`src/shared/tlic_pkg.sv`:
```
`default_nettype none
package tlic_pkg;

  // ****************************************
  // Register map, APB byte addresses
  // ****************************************
  localparam logic [7:0] OFF_MAIN = 8'h00;   // interrupt_main_control
  localparam logic [7:0] OFF_CFG = 8'h04;    // Mode, edge and core priorities
  localparam logic [7:0] OFF_PFLAG = 8'h08;  // Peripheral flags
  localparam logic [7:0] OFF_PEN = 8'h0c;    // Peripheral enables
  localparam logic [7:0] OFF_PPRI = 8'h10;   // Peripheral priorities
  localparam logic [7:0] OFF_PINFLG = 8'h14; // Per-pin change flags
  localparam logic [7:0] OFF_STAT = 8'h18;   // Service state, read only

  // ****************************************
  // Field positions
  // ****************************************
  localparam int MAIN_GHE = 7;
  localparam int MAIN_PLE = 6;
  localparam int MAIN_T0IE = 5;
  localparam int MAIN_E0IE = 4;
  localparam int MAIN_PCIE = 3;
  localparam int MAIN_T0F = 2;
  localparam int MAIN_E0F = 1;
  localparam int MAIN_PCF = 0;
  localparam int CFG_PME = 0;
  localparam int CFG_EDGE0 = 1;
  localparam int CFG_T0P = 2;
  localparam int CFG_E0P = 3;
  localparam int CFG_PCP = 4;
  localparam int CFG_W = 5;

  // ****************************************
  // Reset values
  // ****************************************
  localparam logic [7:0] MAIN_RESET = 8'h00;
  localparam logic [CFG_W-1:0] CFG_RESET = 5'h02; // Rising edge by default
  localparam logic [7:0] PREG_RESET = 8'h00;

  // ****************************************
  // Sources and vectors
  // ****************************************
  localparam int NUM_PERIPH = 8;
  localparam int NCORE = 3;                 // Timer 0, line 0, pin change
  localparam int NSRC = NCORE + NUM_PERIPH;
  localparam int NPINS = 8;
  localparam logic [15:0] VEC_HIGH = 16'h0008;
  localparam logic [15:0] VEC_LOW = 16'h0018;

  // ****************************************
  // Timing
  // ****************************************
  localparam int CLK_NS = 100;
  localparam int TCY_NS = 400;              // One instruction cycle
  localparam int TCY_CLKS = (TCY_NS + CLK_NS - 1) / CLK_NS;
  localparam int WAIT_TCY = 3;              // Cycles from sampling to vector

  typedef enum logic [1:0] {
    ST_IDLE = 2'b01,
    ST_WAIT = 2'b10
  } tlic_state_t;

endpackage
`default_nettype wire

```
`src/shared/tlic_chg_if.sv`:
```
`default_nettype none
interface tlic_chg_if #(parameter int W = 8);
  logic [W-1:0] pins;     // Monitored pin levels
  logic wr_en;            // Software write of the per-pin flags
  logic [W-1:0] wr_data;  // Value written
  logic [W-1:0] flags;    // per_pin_change_flags
  logic summary;          // pin_change_summary_flag

  modport ctl (output pins, output wr_en, output wr_data,
               input flags, input summary);
  modport unit (input pins, input wr_en, input wr_data,
                output flags, output summary);
endinterface
`default_nettype wire

```
`src/logic/tlic_pin_change.sv`:
```
`default_nettype none
module tlic_pin_change
  import tlic_pkg::*;
(
  input wire logic mclk,       // System clock
  input wire logic rst_n,      // Synchronous reset, active low
  tlic_chg_if.unit port        // Pins, flags and software access
);

  logic [NPINS-1:0] prev;
  logic armed;
  logic [NPINS-1:0] next_prev;
  logic next_armed;
  logic [NPINS-1:0] next_flags;

  // Toggle on any pin sets its flag; a toggle beats a clearing write
  always_comb begin
    next_prev = port.pins;
    next_armed = 1'b1;
    next_flags = port.wr_en ? port.wr_data : port.flags;
    // The first sample after reset has no history, so no change counts
    if (armed) begin
      next_flags = next_flags | (port.pins ^ prev);
    end
  end

  // Registers only
  always_ff @(posedge mclk) begin
    if (!rst_n) begin
      prev <= '0;
      armed <= 1'b0;
      port.flags <= '0;
    end else begin
      prev <= next_prev;
      armed <= next_armed;
      port.flags <= next_flags;
    end
  end

  // Summary clears only once every pin flag is clear
  assign port.summary = |port.flags;

endmodule
`default_nettype wire

```
`src/logic/tlic_top.sv`:
```
// Function
// Priority mode: high to 0008h, low 0018h
// High request preempts running low routine
// Every source has flag, enable, priority
// Priority mode off ignores per-source priorities
// Compat: peripherals need peripheral and global enable
// Compat: global enable gates all, peripherals included
// Compat: every interrupt vectors to 0008h
// Priority: global/high enables high-priority sources
// Priority: global/high clear blocks every source
// Priority: low sources need low and high enables
// Flag, enable, global all set: vector
// Acceptance clears the enable of that level
// No low request taken during high routine
// Vector: push return address, load vector
// Return sets enable of exited level again
// External event to vector: three-four cycles
// Flags set regardless of any enable
// Software clears flags before re-enabling
// Software avoids memory moves on control registers
// Main control: enables bits 7..3, reset zero
// Timer and line flags stay until cleared
// Pin-change flag read only, per-pin cleared
// Line edge select: one rising, zero falling
// Simultaneous high and low: high first
// Eligibility re-evaluated every instruction cycle
//
// Chosen here: the register addresses and the APB register port.
`default_nettype none
module tlic_top
  import tlic_pkg::*;
#(
  parameter int ADDR_W = 8
)(
  input wire logic mclk,                  // 10 MHz system clock
  input wire logic rst_n,                 // Synchronous reset, active low
  input wire logic [ADDR_W-1:0] paddr,    // APB address
  input wire logic psel,                  // APB select
  input wire logic penable,               // APB access phase
  input wire logic pwrite,                // APB write
  input wire logic [31:0] pwdata,         // APB write data
  output logic [31:0] prdata,             // APB read data
  output logic pready,                    // APB ready
  output logic pslverr,                   // APB error, unmapped address
  input wire logic timer0_overflow,       // Timer 0 overflow pulse
  input wire logic ext_line0,             // External line 0 level
  input wire logic [NPINS-1:0] change_pins,    // Change-monitored pins
  input wire logic [NUM_PERIPH-1:0] periph_event, // Peripheral events
  input wire logic return_from_irq_instr, // Core executes return
  output logic vec_req,                   // Push return address, jump
  output logic [15:0] vec_addr,           // Vector address
  output logic vec_high                   // Vector is of high level
);

  // ****************************************
  // Declarations
  // ****************************************
  localparam int TW = $clog2(TCY_CLKS + 1);
  localparam logic [TW-1:0] TCY_LAST = TW'(TCY_CLKS - 1);
  localparam logic [1:0] WAIT_LAST = 2'(WAIT_TCY - 1);

  logic [TW-1:0] tcy_cnt, next_tcy_cnt;
  logic tick;
  logic [7:3] ctrl, next_ctrl;
  logic t0f, next_t0f;
  logic e0f, next_e0f;
  logic [CFG_W-1:0] cfg, next_cfg;
  logic [NUM_PERIPH-1:0] pflag, next_pflag;
  logic [NUM_PERIPH-1:0] pen, next_pen;
  logic [NUM_PERIPH-1:0] ppri, next_ppri;
  logic in_high, next_in_high;
  logic in_low, next_in_low;
  logic e0_prev, next_e0_prev;
  logic e0_armed, next_e0_armed;
  logic e0_edge;
  logic [31:0] next_prdata;
  logic next_pready, next_pslverr;
  logic [ADDR_W-1:0] waddr;
  logic wr, rd_setup;
  tlic_state_t state, next_state;
  logic [1:0] wait_cnt, next_wait_cnt;
  logic next_vec_req, next_vec_high;
  logic [15:0] next_vec_addr;
  logic accept_hi, accept_lo;
  logic [NSRC-1:0] src_flag, src_en, src_pri;
  logic [1:0] req;

  tlic_chg_if #(.W(NPINS)) chg_if ();

  // ****************************************
  // Functions
  // ****************************************

  // Address decode for the error answer; the read path decodes the address on its own
  function automatic logic is_mapped(input logic [ADDR_W-1:0] a);
    logic hit;
    hit = 1'b0;
    if (a == ADDR_W'(OFF_MAIN)) begin
      hit = 1'b1;
    end else if (a == ADDR_W'(OFF_CFG)) begin
      hit = 1'b1;
    end else if (a == ADDR_W'(OFF_PFLAG)) begin
      hit = 1'b1;
    end else if (a == ADDR_W'(OFF_PEN)) begin
      hit = 1'b1;
    end else if (a == ADDR_W'(OFF_PPRI)) begin
      hit = 1'b1;
    end else if (a == ADDR_W'(OFF_PINFLG)) begin
      hit = 1'b1;
    end else if (a == ADDR_W'(OFF_STAT)) begin
      hit = 1'b1;
    end
    return hit;
  endfunction

  // Returns {high request, low request} for the current state
  function automatic logic [1:0] eligible(
    input logic [NSRC-1:0] flag,
    input logic [NSRC-1:0] en,
    input logic [NSRC-1:0] pri,
    input logic pme,
    input logic ghe,
    input logic ple,
    input logic busy_high
  );
    logic [NSRC-1:0] act;
    logic [1:0] r;
    act = flag & en;
    if (!pme) begin
      // Single level, reported as high; priority bits unused
      r[1] = ghe & ((|act[NCORE-1:0]) | (ple & (|act[NSRC-1:NCORE])));
      r[0] = 1'b0;
    end else begin
      r[1] = ghe & (|(act & pri));
      r[0] = ghe & ple & ~busy_high & (|(act & ~pri));
    end
    return r;
  endfunction

  // ****************************************
  // Instruction cycle divider
  // ****************************************

  // One tick per instruction cycle paces the whole response
  always_comb begin
    next_tcy_cnt = (tcy_cnt == TCY_LAST) ? '0 : tcy_cnt + TW'(1);
  end
  assign tick = (tcy_cnt == TCY_LAST);

  always_ff @(posedge mclk) begin
    if (!rst_n) begin
      tcy_cnt <= '0;
    end else begin
      tcy_cnt <= next_tcy_cnt;
    end
  end

  // ****************************************
  // Source vectors and pin-change unit
  // ****************************************
  assign src_flag = {pflag, chg_if.summary, e0f, t0f};
  assign src_en = {pen, ctrl[MAIN_PCIE], ctrl[MAIN_E0IE], ctrl[MAIN_T0IE]};
  assign src_pri = {ppri, cfg[CFG_PCP], cfg[CFG_E0P], cfg[CFG_T0P]};
  assign req = eligible(src_flag, src_en, src_pri, cfg[CFG_PME],
                        ctrl[MAIN_GHE], ctrl[MAIN_PLE], in_high);

  assign chg_if.pins = change_pins;
  assign chg_if.wr_en = wr && (waddr == ADDR_W'(OFF_PINFLG));
  assign chg_if.wr_data = pwdata[NPINS-1:0];

  tlic_pin_change u_chg (
    .mclk(mclk),
    .rst_n(rst_n),
    .port(chg_if.unit)
  );

  // Edge on line 0 in the selected direction
  assign e0_edge = e0_armed &
    (cfg[CFG_EDGE0] ? (ext_line0 & ~e0_prev) : (~ext_line0 & e0_prev));

  // ****************************************
  // APB slave
  // ****************************************

  // One wait state: read data is registered on the same edge that raises pready
  assign waddr = paddr;
  assign rd_setup = psel & penable & ~pready;
  assign wr = psel & penable & pready & pwrite;

  always_comb begin
    next_pready = rd_setup;
    next_pslverr = rd_setup & ~is_mapped(paddr);
    next_prdata = prdata;
    if (rd_setup) begin
      next_prdata = '0;
      if (pwrite) begin
        next_prdata = '0;
      end else if (paddr == ADDR_W'(OFF_MAIN)) begin
        next_prdata[7:0] = {ctrl, t0f, e0f, chg_if.summary};
      end else if (paddr == ADDR_W'(OFF_CFG)) begin
        next_prdata[CFG_W-1:0] = cfg;
      end else if (paddr == ADDR_W'(OFF_PFLAG)) begin
        next_prdata[NUM_PERIPH-1:0] = pflag;
      end else if (paddr == ADDR_W'(OFF_PEN)) begin
        next_prdata[NUM_PERIPH-1:0] = pen;
      end else if (paddr == ADDR_W'(OFF_PPRI)) begin
        next_prdata[NUM_PERIPH-1:0] = ppri;
      end else if (paddr == ADDR_W'(OFF_PINFLG)) begin
        next_prdata[NPINS-1:0] = chg_if.flags;
      end else if (paddr == ADDR_W'(OFF_STAT)) begin
        next_prdata[2:0] = {state == ST_WAIT, in_low, in_high};
      end
    end
  end

  always_ff @(posedge mclk) begin
    if (!rst_n) begin
      pready <= 1'b0;
      pslverr <= 1'b0;
      prdata <= '0;
    end else begin
      pready <= next_pready;
      pslverr <= next_pslverr;
      prdata <= next_prdata;
    end
  end

  // ****************************************
  // Response sequencer
  // ****************************************

  // Sample at a tick, wait, then re-check so a cleared flag aborts
  always_comb begin
    next_state = state;
    next_wait_cnt = wait_cnt;
    accept_hi = 1'b0;
    accept_lo = 1'b0;
    case (state)
      ST_IDLE: begin
        if (tick && (|req)) begin
          next_state = ST_WAIT;
          next_wait_cnt = '0;
        end
      end
      ST_WAIT: begin
        if (tick) begin
          if (wait_cnt == WAIT_LAST) begin
            next_state = ST_IDLE;
            // Fresh evaluation; high wins a tie
            if (req[1]) begin
              accept_hi = 1'b1;
            end else if (req[0]) begin
              accept_lo = 1'b1;
            end
          end else begin
            next_wait_cnt = wait_cnt + 2'h1;
          end
        end
      end
      default: begin
        next_state = ST_IDLE;
      end
    endcase
    next_vec_req = accept_hi | accept_lo;
    next_vec_high = accept_hi;
    next_vec_addr = vec_addr;
    if (accept_hi) begin
      next_vec_addr = VEC_HIGH;
    end else if (accept_lo) begin
      next_vec_addr = VEC_LOW;
    end
  end

  always_ff @(posedge mclk) begin
    if (!rst_n) begin
      state <= ST_IDLE;
      wait_cnt <= '0;
      vec_req <= 1'b0;
      vec_high <= 1'b0;
      vec_addr <= '0;
    end else begin
      state <= next_state;
      wait_cnt <= next_wait_cnt;
      vec_req <= next_vec_req;
      vec_high <= next_vec_high;
      vec_addr <= next_vec_addr;
    end
  end

  // ****************************************
  // Control and flag registers
  // ****************************************

  // Software write first, then hardware effects; events always win
  always_comb begin
    next_ctrl = ctrl;
    next_t0f = t0f;
    next_e0f = e0f;
    next_cfg = cfg;
    next_pflag = pflag;
    next_pen = pen;
    next_ppri = ppri;
    next_in_high = in_high;
    next_in_low = in_low;
    next_e0_prev = ext_line0;
    next_e0_armed = 1'b1;
    if (wr && (waddr == ADDR_W'(OFF_MAIN))) begin
      next_ctrl = pwdata[7:3];
      next_t0f = pwdata[MAIN_T0F];
      next_e0f = pwdata[MAIN_E0F];
    end else if (wr && (waddr == ADDR_W'(OFF_CFG))) begin
      next_cfg = pwdata[CFG_W-1:0];
    end else if (wr && (waddr == ADDR_W'(OFF_PFLAG))) begin
      next_pflag = pwdata[NUM_PERIPH-1:0];
    end else if (wr && (waddr == ADDR_W'(OFF_PEN))) begin
      next_pen = pwdata[NUM_PERIPH-1:0];
    end else if (wr && (waddr == ADDR_W'(OFF_PPRI))) begin
      next_ppri = pwdata[NUM_PERIPH-1:0];
    end
    // Sticky flags, set whatever the enables say
    next_t0f = next_t0f | timer0_overflow;
    next_e0f = next_e0f | e0_edge;
    next_pflag = next_pflag | periph_event;
    // Return reopens the level being left, innermost first
    if (return_from_irq_instr) begin
      if (in_high) begin
        next_in_high = 1'b0;
        next_ctrl[MAIN_GHE] = 1'b1;
      end else if (in_low) begin
        next_in_low = 1'b0;
        next_ctrl[MAIN_PLE] = 1'b1;
      end
    end
    // Acceptance closes its own level; compat always uses the global bit
    if (accept_hi) begin
      next_in_high = 1'b1;
      next_ctrl[MAIN_GHE] = 1'b0;
    end else if (accept_lo) begin
      next_in_low = 1'b1;
      next_ctrl[MAIN_PLE] = 1'b0;
    end
  end

  always_ff @(posedge mclk) begin
    if (!rst_n) begin
      ctrl <= MAIN_RESET[7:3];
      t0f <= MAIN_RESET[MAIN_T0F];
      e0f <= MAIN_RESET[MAIN_E0F];
      cfg <= CFG_RESET;
      pflag <= PREG_RESET;
      pen <= PREG_RESET;
      ppri <= PREG_RESET;
      in_high <= 1'b0;
      in_low <= 1'b0;
      e0_prev <= 1'b0;
      e0_armed <= 1'b0;
    end else begin
      ctrl <= next_ctrl;
      t0f <= next_t0f;
      e0f <= next_e0f;
      cfg <= next_cfg;
      pflag <= next_pflag;
      pen <= next_pen;
      ppri <= next_ppri;
      in_high <= next_in_high;
      in_low <= next_in_low;
      e0_prev <= next_e0_prev;
      e0_armed <= next_e0_armed;
    end
  end

endmodule
`default_nettype wire

```
`config.mk`:
```
export PLATFORM = sky130hd
export DESIGN_NAME = tlic_top
export DESIGN_NICKNAME = d
export VERILOG_FILES = /design/src/shared/tlic_pkg.sv /design/src/shared/tlic_chg_if.sv /design/src/logic/tlic_pin_change.sv /design/src/logic/tlic_top.sv
export SDC_FILE = /design/constraint.sdc
export NUM_CORES = 1
export LEC_CHECK = 0
export ABC_AREA = 1
export BUFFER_PORTS_ARGS = -buffer_cell sky130_fd_sc_hd__buf_4
export CAP_MARGIN = 20
export CORE_ASPECT_RATIO = 0.6
export CORE_MARGIN = 8
export CORE_UTILIZATION = 50
export CTS_CLUSTER_DIAMETER = 30
export DETAILED_ROUTE_END_ITERATION = 7
export PLACE_DENSITY = 0.77
export RECOVER_POWER = 25
export SYNTH_ARGS = -nofsm -noshare
export SYNTH_HDL_FRONTEND = slang
export SYNTH_SLANG_ARGS = --single-unit
```
`constraint.sdc`:
```
create_clock -name mclk -period 3.9 [get_ports mclk]
set_input_delay 0.78 -clock mclk [delete_from_list [all_inputs] [get_ports mclk]]
set_output_delay 0.78 -clock mclk [all_outputs]
set_load 0.1 [all_outputs]
```
# == After elaboration in Yosys (flattened, before gate mapping) ==
# Cells that the tools add are included.
# totals
output_inout_bits,52
regBits,77
# op_classes
n_reduce_logical,24
n_addsub,2
bitwise,35
muxes,59
eq_ne,14
# op_table
operator,count
8-bit two-way mux,10
11-bit AND,3
1-bit two-way mux,31
8-bit by 5-bit == test with 1-bit output (second input constant),3
11-bit OR reduction,2
8-bit by 4-bit == test with 1-bit output (second input constant),2
2-bit two-way mux,8
8-bit bitwise OR,2
8-bit OR reduction,2
5-bit two-way mux,3
1-bit AND,14
11-bit inverter,1
1-bit inverter,10
3-bit two-way mux,3
8-bit by 3-bit == test with 1-bit output (second input constant),1
8-bit logical NOT,1
4-bit two-way mux,2
2-bit one-hot mux with 2 select lines,2
4-bit AND reduction,2
8-bit XOR,1
1-bit logical AND,7
2-bit != test (second input constant),3
2-bit nonzero test,3
2-bit OR reduction,3
11 further kinds,15

# == Logic depth before layout (Yosys ltp) ==
# Gate-level depths: netlist of run 1.
# depth
depth_word,14
ltp_mapped,14
ltp_nobuf,14

# == By module ==
# Synthesis of run 1 repeated with hierarchy kept, for this count alone.
# hier_totals
hier_cells,641
area_unflattened_um2,4349.2
# by_module_without_submodules
module,area_per_inst_um2,instances,cells_per_inst
tlic_top,3568.4,1,520
tlic_pin_change,780.7,1,121

# == Least setup slack after synthesis of run 1 ==
# No wires, ideal clock.
# synth_timing
path_kind,flip-flop to flip-flop
startpoint,register pready
endpoint,register u_chg.port.flags[0]
required_time_ps,3787
path_slack_ps,1758
n_path_buf,1
t_arrival_ps,2029
period_less_slack_ps,2142
path_stages_with_launch,9
path_cell_list,dfxtp_1 > inv_1 > nor3_4 > inv_2 > nor2_8 > buf_6 > o21ai_0 > o21ai_1 > inv_1
# synth_between
elab_chain_len,6
# synth_rtl
item,line_no,source
from (decl),tlic_top.sv:43,"output logic pready,"
from (signal assigned),tlic_top.sv:222,pready <= next_pready;
1-bit AND (*) (2 in a row),tlic_top.sv:188,assign wr = psel & penable & pready & pwrite;
1-bit logical AND (*),tlic_top.sv:168,assign chg_if.wr_en = wr && (waddr == ADDR_W'(OFF_PINFLG));
8-bit two-way mux (*),tlic_pin_change.sv:20,next_flags = port.wr_en ? port.wr_data : port.flags;
8-bit bitwise OR,tlic_pin_change.sv:23,next_flags = next_flags | (port.pins ^ prev);
8-bit two-way mux (*),tlic_pin_change.sv:22,if (armed) begin
to (signal assigned),tlic_pin_change.sv:36,port.flags <= next_flags;
to (decl),tlic_chg_if.sv:12,"output flags, output summary);"
# Every way passes the cells marked *; elsewhere a longest branch is shown, timed or not.
# A chain may end at the register's enable or synchronous reset.

==> results of run 1 <==
## synth_stat cells (2+ instances only)
library cell	number	area, um2
a211oi_1	6	45.0
a211oi_2	2	25.0
a21oi_1	41	205
a21oi_2	3	26.3
a221oi_1	2	17.5
a31oi_1	2	12.5
buf_4	39	293
buf_6	3	33.8
clkbuf_1	7	26.3
dfxtp_1	77	1540
ha_1	3	37.5
inv_1	80	300
inv_2	7	26.3
nand2_1	110	413
nand2_2	3	18.8
nand3_1	24	120
nand3_2	3	30.0
nand4_1	7	43.8
nor2_1	61	229
nor2_2	4	25.0
nor2_4	5	56.3
nor3_1	2	10.0
o211ai_1	3	22.5
o21ai_0	44	220
o21ai_1	17	85.1
o221a_2	2	22.5
o22ai_1	3	18.8
o31ai_1	8	60.1
## metal layers
metal	wire length, um	part of all wire	vias up	global-route usage
met5	0	0	-	0
met4	112	0.0095	0	0.0502
met3	1200	0.10	14	0.0613
met2	4870	0.41	158	0.307
met1	5630	0.48	1769	0.296
li1	-	-	1908	-
## cell families (layout without fill, tap and decap cells)
family	Yosys count	after routing	share of synthesized area
simple gates	226	226	0.250
buf+inv	137	159	0.169
compound gates	135	135	0.191
flops	77	77	0.380
fa+ha+maj	3	3	0.00925
other cells	1	38	0.000924
## cell type report
| cell class | instances | area, um2 | area share |
|---|---|---|---|
| multi-input cells | 402 | 1970 | 0.416 |
| clock buffers | 11 | 253 | 0.0534 |
| clock inverters | 5 | 106 | 0.0225 |
| repair buffers | 56 | 402 | 0.0848 |
| flip-flops and latches | 77 | 1540 | 0.326 |
| well taps | 108 | 135 | 0.0285 |
| inverters | 87 | 327 | 0.0690 |
## power by group through the flow
stage          logic [mW]  registers (mW)  clock network [mW]
6_report            0.300           0.830               0.990
4_1_cts             0.298           0.830               0.999
3_3_place_gp        0.294           0.845                   0
2_1_floorplan       0.260           0.847                   0
3_5_place_dp        0.298           0.847                   0
5_1_grt             0.319           0.833                1.04
## metrics by stage
| stage | cell area [um2] | hold WS, ps | instances |
|---|---|---|---|
| floorplan | 4200 | 399 | 616 |
| global placement | 4390 | 409 | 730 |
| detailed placement | 4390 | 416 | 730 |
| CTS | 4750 | 424 | 746 |
| global route | 4730 | 448 | 746 |
| finish | 4730 | 425 | 746 |
## worst min-delay path by stage
stage | start | endpoint | slack [ps]
CTS | tcy_cnt[0] | tcy_cnt[0] | 420
detailed placement | tcy_cnt[0] | tcy_cnt[0] | 420
global route | tcy_cnt[0] | tcy_cnt[0] | 450
floorplan | tcy_cnt[0] | tcy_cnt[0] | 400
global placement | tcy_cnt[0] | tcy_cnt[0] | 410
finish | tcy_cnt[0] | tcy_cnt[0] | 430
## flip-flops by register name, summed over array words and instances, names as in the netlist, 2 cells and up
signal	cells
pflag	8
vec_addr	2
state	2
tcy_cnt	3
u_chg.prev	8
ppri	8
wait_cnt	2
u_chg.port.flags	8
cfg	5
ctrl	5
pen	8
prdata	8
==> summary.txt, run 1 <==
Worst setup path
  • Worst setup EP type: register
  • CP required: slightly above 4000 ps
  • WP depth: 4
  • Crit path max fanout: 49
  • Startpoint Class: input port
  • Slowest library cell on the worst path: clkbuf_1
  • CP Launch Point: rst_n
  • R2r startpoint: pready
  • Max stage delay on crit path: 1490 ps
  • Reg-to-Reg End: ppri[3]
  • Arr. time, crit path: just under 3000 ps
  • Bufs and invs on worst path: 2
  • Family with the most delay on the worst path: buffers and inverters
  • Worst reg2reg path depth: 6
  • Setup CP Type: input port to register
  • Worst setup endpoint: ppri[3]
  • Critical-path cell list: clkbuf_4, clkbuf_1, o21ai_0, a21oi_1
  • Flop-to-flop setup slack: just over 2000 ps

STA
  • Setup ws final: roughly 1200 ps
  • RSZ-0062 raised after global routing: false
  • Slew Limit Fails: 50
  • Tcrit/Tclk final: 0.680
  • Clock Skew: 7.28 ps
  • Worst slew pin tran: 2080 ps
  • F_max: 377 MHz
  • Final number of hold-violating endpoints: 0
  • Min cycle time layout: 2650 ps
  • Setup violators final: 0
  • Rel. slew slack: -0.388
  • Setup TNS: 0 ps

Power
  • Comb power frac: 0.142
  • P_int: ~1.5 mW
  • Power Dens Cells: ~450 mW/mm2
  • Sw frac: 0.280
  • Part of the power in registers: 0.392
  • Clock network fraction of total power: 0.467
  • Psw: 0.593 mW
  • Max IR drop VDD: 0.218 mV
  • Static Leak: 2.26 nW
  • Design Power: 2.12 mW

Route
  • Drt wl/cell: 15.8 um
  • Via density: 5.16
  • Via count: 3849
  • Post-route DRC: 0
  • TritonRoute pass-1 iters: 5
  • DR iter-0 viols: 431
  • Post-route ant nets: 0
  • Final WL: 11800 um

GRT
  • First-pass GRT wire length: 18900 um
  • Vias in the first global route: 3456
  • Initial antenna violation count: 0
  • Grt ovf: 0
  • Gr usage total: 0.210
  • Pin count of the biggest net entering global routing: 50

Run status
  • Outcome: complete, but fails checks
  • Violated checks: capacitance limit, slew limit

Synthesis
  • Synthesized instance count: between 500 and 600
  • Post-synthesis cell type count: 39
  • Synth Flop Type: dfxtp_1
  • Post-synthesis average cell area: 7.01 um2
  • Post-synth EDFFs: 0
  • Syn Std Cell Area: 0.00406 mm2
  • Sequential-to-total area share from yosys stat: 0.380
  • Synth async-reset ratio: 0
  • Yosys warnings: 0
  • Synth Register Bits: 77

Floorplanning
  • Core ar.: 0.00788 mm2
  • Chip Width: 132 um
  • Starting density of the core: 0.515
  • Die footprint: 0.0113 mm2
  • I/O Pins: 116
  • # rows: 25
  • Die height: 85.8 um

Worst hold path
  • Worst hold-check path type: register to register
  • WHS Path Cells: 1

Clocking
  • Longest Clk Path Bufs: 2
  • CTS buffer count: 9
  • Root Buffer: clkbuf_16
  • Setup Buffers After CTS: 0
  • Clock Sink Count: 77
  • H-tree levels: 3
  • # resized after CTS: 0
  • CTS tree: yes
  • Clk_lat worst skew: ~340 ps
  • Hold_buf cts: 0
  • Clock-pin transition on the worst setup and hold timing paths: approximately 50 ps

Final layout
  • P&R area growth vs syn: 16.7%
  • N_diodes: 0
  • Final-layout fill cell count: between 700 and 800
  • Most common cell after layout, fill and taps aside: nand2_1
  • Nets: 700
  • Commonest non-fill, non-tap cells in the layout: nand2_1, inv_1, dfxtp_1
  • Fin util: 0.601
  • Share of cells above drive strength 1: 0.155

Placed design
  • Port Buffers: 53
  • Detailed Place HPWL: around 9000 um
  • Gp weighted congestion: 0.929
  • Pre-CTS setup slack: about 1500 ps

Run
  • Max-cap violations: 1
Power figures use the tool's default switching activity.
==> run 2, diff against run 1 <==
==> constraint.sdc (replaced) <==
create_clock -name mclk -period 2.6 [get_ports mclk]
set_input_delay 0.52 -clock mclk [delete_from_list [all_inputs] [get_ports mclk]]
set_output_delay 0.52 -clock mclk [all_outputs]
set_load 0.1 [all_outputs]
==> run 2 against run 1 <==
The run now ends clean. Via count down 0.96%. Sequential cell count unchanged. Sequential power up 51%. Wire length is 0.86% higher. Combinational power is 51% higher. Core utilization is 0.35 points lower. Setup slack worse by 710 ps. Non-clock buffer count unchanged. Clock power is 46% higher. Sequential share of layout area up 0.19 points. Global-route usage is 0.34 points higher. Clock-buffer cell count grew 1.
==> summary.txt, run 2 (synthesis gave the netlist of run 1 again) <==
Final layout
  • Commonest non-fill, non-tap cells in the layout: nand2_1, inv_1, dfxtp_1
  • Share of cells above drive strength 1: 0.147 (-0.00784)
  • Most common cell after layout, fill and taps aside: nand2_1
  • P&R area growth vs syn: 16.0%
  • Finished Layout Cells: 746 (unchanged)
  • Nets: 700 (unchanged)
  • N_diodes: 0 (unchanged)
  • Fin util: 0.597 (-0.00349)

Floorplanning
  • Starting density of the core: 0.515 (unchanged)
  • Chip Width: 132 um (unchanged)
  • Core ar.: 0.00788 mm2 (unchanged)
  • Die height: 85.8 um (unchanged)
  • Die footprint: 0.0113 mm2 (unchanged)
  • # rows: 25 (unchanged)
  • I/O Pins: 116 (unchanged)

Worst setup path
  • Worst setup EP type: output pin
  • Worst reg2reg path depth: 7 (+1)
  • CP required: 2080 ps (-2070 ps)
  • CP Launch Point: prdata[5]
  • Arr. time, crit path: 1550 ps (-1360 ps)
  • Reg-to-Reg End: pflag[4]
  • Bufs and invs on worst path: 1 (-1)
  • Setup CP Type: register to output pin
  • Critical-path cell list: clkbuf_1
  • Startpoint Class: register
  • Crit path max fanout: 2 (-96%)
  • Worst setup endpoint: prdata[5]
  • Slowest library cell on the worst path: clkbuf_1
  • Flop-to-flop setup slack: 870 ps (-1200 ps)
  • Family with the most delay on the worst path: buffers and inverters
  • R2r startpoint: pready
  • Max stage delay on crit path: 870 ps (-620 ps)
  • WP depth: 1 (-3)

GRT
  • Initial antenna violation count: 0 (unchanged)
  • Pin count of the biggest net entering global routing: 50 (unchanged)
  • Grt ovf: 0 (unchanged)
  • Vias in the first global route: 3626 (+4.9%)
  • Gr usage total: 0.214 (+0.00342)
  • First-pass GRT wire length: 19100 um (+1.2%)
  • Global routing usage on met1: 0.293 (-0.00302)
  • Met3 usage: 0.0636 (+0.00233)
  • Met2 Use GR: 0.316 (+0.00876)
  • GRT Max-Usage Layer: met2

Route
  • Final WL: 11900 um (+0.86%)
  • Via count: 3812 (-0.96%)
  • Post-route DRC: 0 (unchanged)
  • DR iter-0 viols: 455 (+5.6%)
  • Via density: 5.11 (-0.96%)
  • TritonRoute pass-1 iters: 6 (+1)
  • Drt wl/cell: 16.0 um (+0.86%)
  • Post-route ant nets: 0 (unchanged)

Clocking
  • H-tree levels: 3 (unchanged)
  • CTS tree: yes
  • Longest Clk Path Bufs: 2 (unchanged)
  • Clk_lat worst skew: 350 ps (about the same)
  • Setup Buffers After CTS: 0 (unchanged)
  • Clock-pin transition on the worst setup and hold timing paths: 60 ps (about the same)
  • CTS buffer count: 9 (unchanged)
  • Hold_buf cts: 0 (unchanged)
  • Clock Sink Count: 77 (unchanged)
  • # resized after CTS: 0 (unchanged)
  • Root Buffer: clkbuf_16

STA
  • Tcrit/Tclk final: 0.795
  • Final number of hold-violating endpoints: 0 (unchanged)
  • Worst slew pin tran: 1180 ps (-900 ps)
  • Slew Limit Fails: 0 (-100%)
  • Setup TNS: 0 ps (unchanged)
  • Min cycle time layout: 2070 ps
  • RSZ-0062 raised after global routing: false
  • Setup ws final: 533 ps (-715 ps)
  • Rel. slew slack: 0.216 (+0.604)
  • Clock Skew: 5.70 ps (-1.58 ps)
  • Setup violators final: 0 (unchanged)
  • F_max: between 400 and 500 MHz

Power
  • Power Dens Cells: 669 mW/mm2 (+49%)
  • Static Leak: 2.25 nW (-0.64%)
  • Max IR drop VDD: 0.451 mV (+110%)
  • Design Power: 3.15 mW (+49%)

Placed design
  • Pre-CTS setup slack: 546 ps (-981 ps)
  • Placed Instances: 730 (unchanged)
  • Detailed Place HPWL: 9320 um (+0.59%)
  • Gp weighted congestion: 0.928 (about the same)
  • Port Buffers: 53 (unchanged)

Run
  • Max-cap violations: 0 (-1)

Run status
  • Outcome: complete, no violations

Worst hold path
  • Worst hold-check path type: input port to register
[run 2: cell types whose count changed in the layout (fill, tap and decap cells not counted), sizes merged]
| cell | change |
|---|---|
| buf | -2 |
| clkinvlp | -1 |
| clkbuf | +3 |
[run 2: report_power, final]
group          total (mW)  internal [mW]  switching (mW)
clock network        1.45          0.963           0.490
logic               0.452         0.0827           0.370
registers            1.25           1.22          0.0285
total                3.15           2.26           0.889
[run 2: cell type report]
cell class,count,area (um2)
fillers,757,3180
multi-input cells,402,1970
inverters,87,327
clock inverters,4,95.1
clock buffers,12,246
flip-flops and latches,77,1540
well taps,108,135
repair buffers,56,392
[run 2: worst min path at each step]
stage | endpoint | start | slack [ps] | cells after the start
2_1_floorplan | tcy_cnt[0] | tcy_cnt[0] | 400 | 1
3_5_place_dp | tcy_cnt[0] | tcy_cnt[0] | 420 | 1
6_report | u_chg.prev[6] | change_pins[6] | 370 | 3
3_3_place_gp | tcy_cnt[0] | tcy_cnt[0] | 410 | 1
5_1_grt | u_chg.prev[5] | change_pins[5] | 380 | 3
4_1_cts | u_chg.prev[6] | change_pins[6] | 370 | 3
[run 2: tightest hold or removal path, cell delays in order]
cell	delay, ps
buf_4	90
nand2_1	40
inv_1	40
[run 2: layer usage]
layer,share of wire,routed length [um]
met2,0.41,4850
met5,0,0
met3,0.095,1130
met1,0.48,5750
met4,0.015,184
[run 2: through the flow]
stage,cell area (um2),hold slack (ps)
floorplan,4200,399
global placement,4390,408
detailed placement,4390,418
CTS,4740,368
global route,4710,383
finish,4710,367
==> run 3, diff against run 2 <==
==> constraint.sdc (replaced) <==
create_clock -name mclk -period 2.1 [get_ports mclk]
set_input_delay 0.42 -clock mclk [delete_from_list [all_inputs] [get_ports mclk]]
set_output_delay 0.42 -clock mclk [all_outputs]
set_load 0.1 [all_outputs]
==> run 3 against run 2 <==
Cell count rose by 0.13%. Combinational power rose by 24%. Clock-buffer cell count fell by 1. Core utilization rose by 0.54 points. Sequential power rose by 23%. Clock skew fell by 0.57 ps. Critical path depth rose by 3. Critical path type is now input port to register. Largest cell class unchanged.
==> summary.txt, run 3 (synthesis gave the netlist of run 1 again) <==
Route
  • Via density: 5.16 (+0.94%)
  • Via count: 3853 (+1.1%)
  • TritonRoute pass-1 iters: 5 (-1)
  • Drt wl/cell: 16.2 um (+1.7%)
  • Post-route DRC: 0 (unchanged)
  • Final WL: 12100 um (+1.8%)
  • DR iter-0 viols: 370 (-19%)
  • Post-route ant nets: 0 (unchanged)

Clocking
  • Setup Buffers After CTS: 0 (unchanged)
  • Clk_lat worst skew: 330 ps (-20 ps)
  • Hold_buf cts: 0 (unchanged)
  • Root Buffer: clkbuf_16
  • Clock Sink Count: 77 (unchanged)
  • Clock-pin transition on the worst setup and hold timing paths: 60 ps (about the same)
  • # resized after CTS: 0 (unchanged)
  • Longest Clk Path Bufs: 2 (unchanged)
  • H-tree levels: 3 (unchanged)
  • CTS tree: yes
  • CTS buffer count: 9 (unchanged)

GRT
  • First-pass GRT wire length: 19700 um (+3.2%)
  • Vias in the first global route: 3734 (+3.0%)
  • Gr usage total: 0.217 (+0.00318)
  • Initial antenna violation count: 0 (unchanged)
  • GRT Max-Usage Layer: met2
  • Global routing usage on met1: 0.298 (+0.00548)
  • Pin count of the biggest net entering global routing: 28 (-44%)
  • Met2 Use GR: 0.321 (+0.00507)
  • Met3 usage: 0.0718 (+0.00817)
  • Grt ovf: 0 (unchanged)

STA
  • Final number of hold-violating endpoints: 0 (unchanged)
  • RSZ-0062 raised after global routing: false
  • Clock Skew: 5.12 ps (-0.574 ps)
  • Setup violators final: 0 (unchanged)
  • Rel. slew slack: 0.232 (+0.0167)
  • Tcrit/Tclk final: 0.838
  • F_max: 568 MHz
  • Worst slew pin tran: 1150 ps (-30.1 ps)
  • Min cycle time layout: 1760 ps
  • Slew Limit Fails: 0 (unchanged)
  • Setup TNS: 0 ps (unchanged)

Floorplanning
  • Die footprint: 0.0113 mm2 (unchanged)
  • I/O Pins: 116 (unchanged)
  • Chip Width: 132 um (unchanged)
  • Core ar.: 0.00788 mm2 (unchanged)
  • # rows: 25 (unchanged)
  • Die height: 85.8 um (unchanged)
  • Starting density of the core: 0.515 (unchanged)

Worst setup path
  • Arr. time, crit path: 2020 ps (+470 ps)
  • CP required: 2360 ps (+280 ps)
  • Worst setup EP type: register
  • Startpoint Class: input port
  • Setup CP Type: input port to register
  • Crit path max fanout: 27 (+25)

Worst hold path
  • Worst hold-check path type: input port to register

Final layout
  • Nets: 702 (+0.29%)
  • Commonest non-fill, non-tap cells in the layout: nand2_1, inv_1, dfxtp_1
  • Finished Layout Cells: 747 (+0.13%)
  • Fin util: 0.603 (+0.00540)
  • N_diodes: 0 (unchanged)
  • Most common cell after layout, fill and taps aside: nand2_1
  • P&R area growth vs syn: 17.1%
  • Share of cells above drive strength 1: 0.161 (+0.0139)

Run
  • Max-cap violations: 0 (unchanged)

Placed design
  • Port Buffers: 53 (unchanged)
  • Detailed Place HPWL: 9470 um (+1.5%)
  • Gp weighted congestion: 0.936 (+0.81%)
  • Placed Instances: 732 (+0.27%)

Power
  • Static Leak: 2.29 nW (+1.7%)
  • Max IR drop VDD: 0.478 mV (+5.8%)
  • Power Dens Cells: 841 mW/mm2 (+26%)

Run status
  • Outcome: complete, no violations
## run 3: changes by cell type in the layout (fill, tap and decap cells not counted), sizes merged
cell    before  now
buf         48   49
bufinv       3    4
clkinv       1    0
## run 3: final timing paths
check,startpoint,to,slack (ps),cells after the start
min reg2reg,tcy_cnt[0],tcy_cnt[0],420,1
max,rst_n,ctrl[3],340,4
min,change_pins[0],u_chg.prev[0],280,3
max reg2reg,e0f,wait_cnt[0],380,13
## run 3: area by class of cell
cell class / instances / area, um2
fillers: 749 / 3130
inverters: 87 / 327
clock buffers: 11 / 243
clock inverters: 4 / 120
repair buffers: 58 / 412
flip-flops and latches: 77 / 1540
multi-input cells: 402 / 1970
well taps: 108 / 135
## run 3: critical path, stage by stage
cell and delay, ps:
buf_4 260, clkbuf_1 890, o21ai_0 260, a21oi_1 190
## run 3: power by group
part	switching [mW]	total (mW)	leakage, nW	internal (mW)
logic	0.458	0.560	1.48	0.103
registers	0.0357	1.54	0.630	1.51
clock network	0.586	1.89	0.176	1.31
## run 3: layer usage
metal,wire (um),share of wire,vias up
li1,-,-,1914
met1,5630,0.46,1767
met2,5130,0.42,159
met3,1260,0.10,13
met4,107,0.0088,0
met5,0,0,-
## run 3: per-stage QoR
stage          hold slack [ps]  instance area (um2)  setup WS (ps)  total power [mW]
3_5_place_dp               416                 4410            138              2.13
6_report                   282                 4750            340              4.00
5_1_grt                    291                 4750           92.5              4.12
4_1_cts                    275                 4770            450              4.01
2_1_floorplan              399                 4200            308              2.06
3_3_place_gp               410                 4410            179              2.12
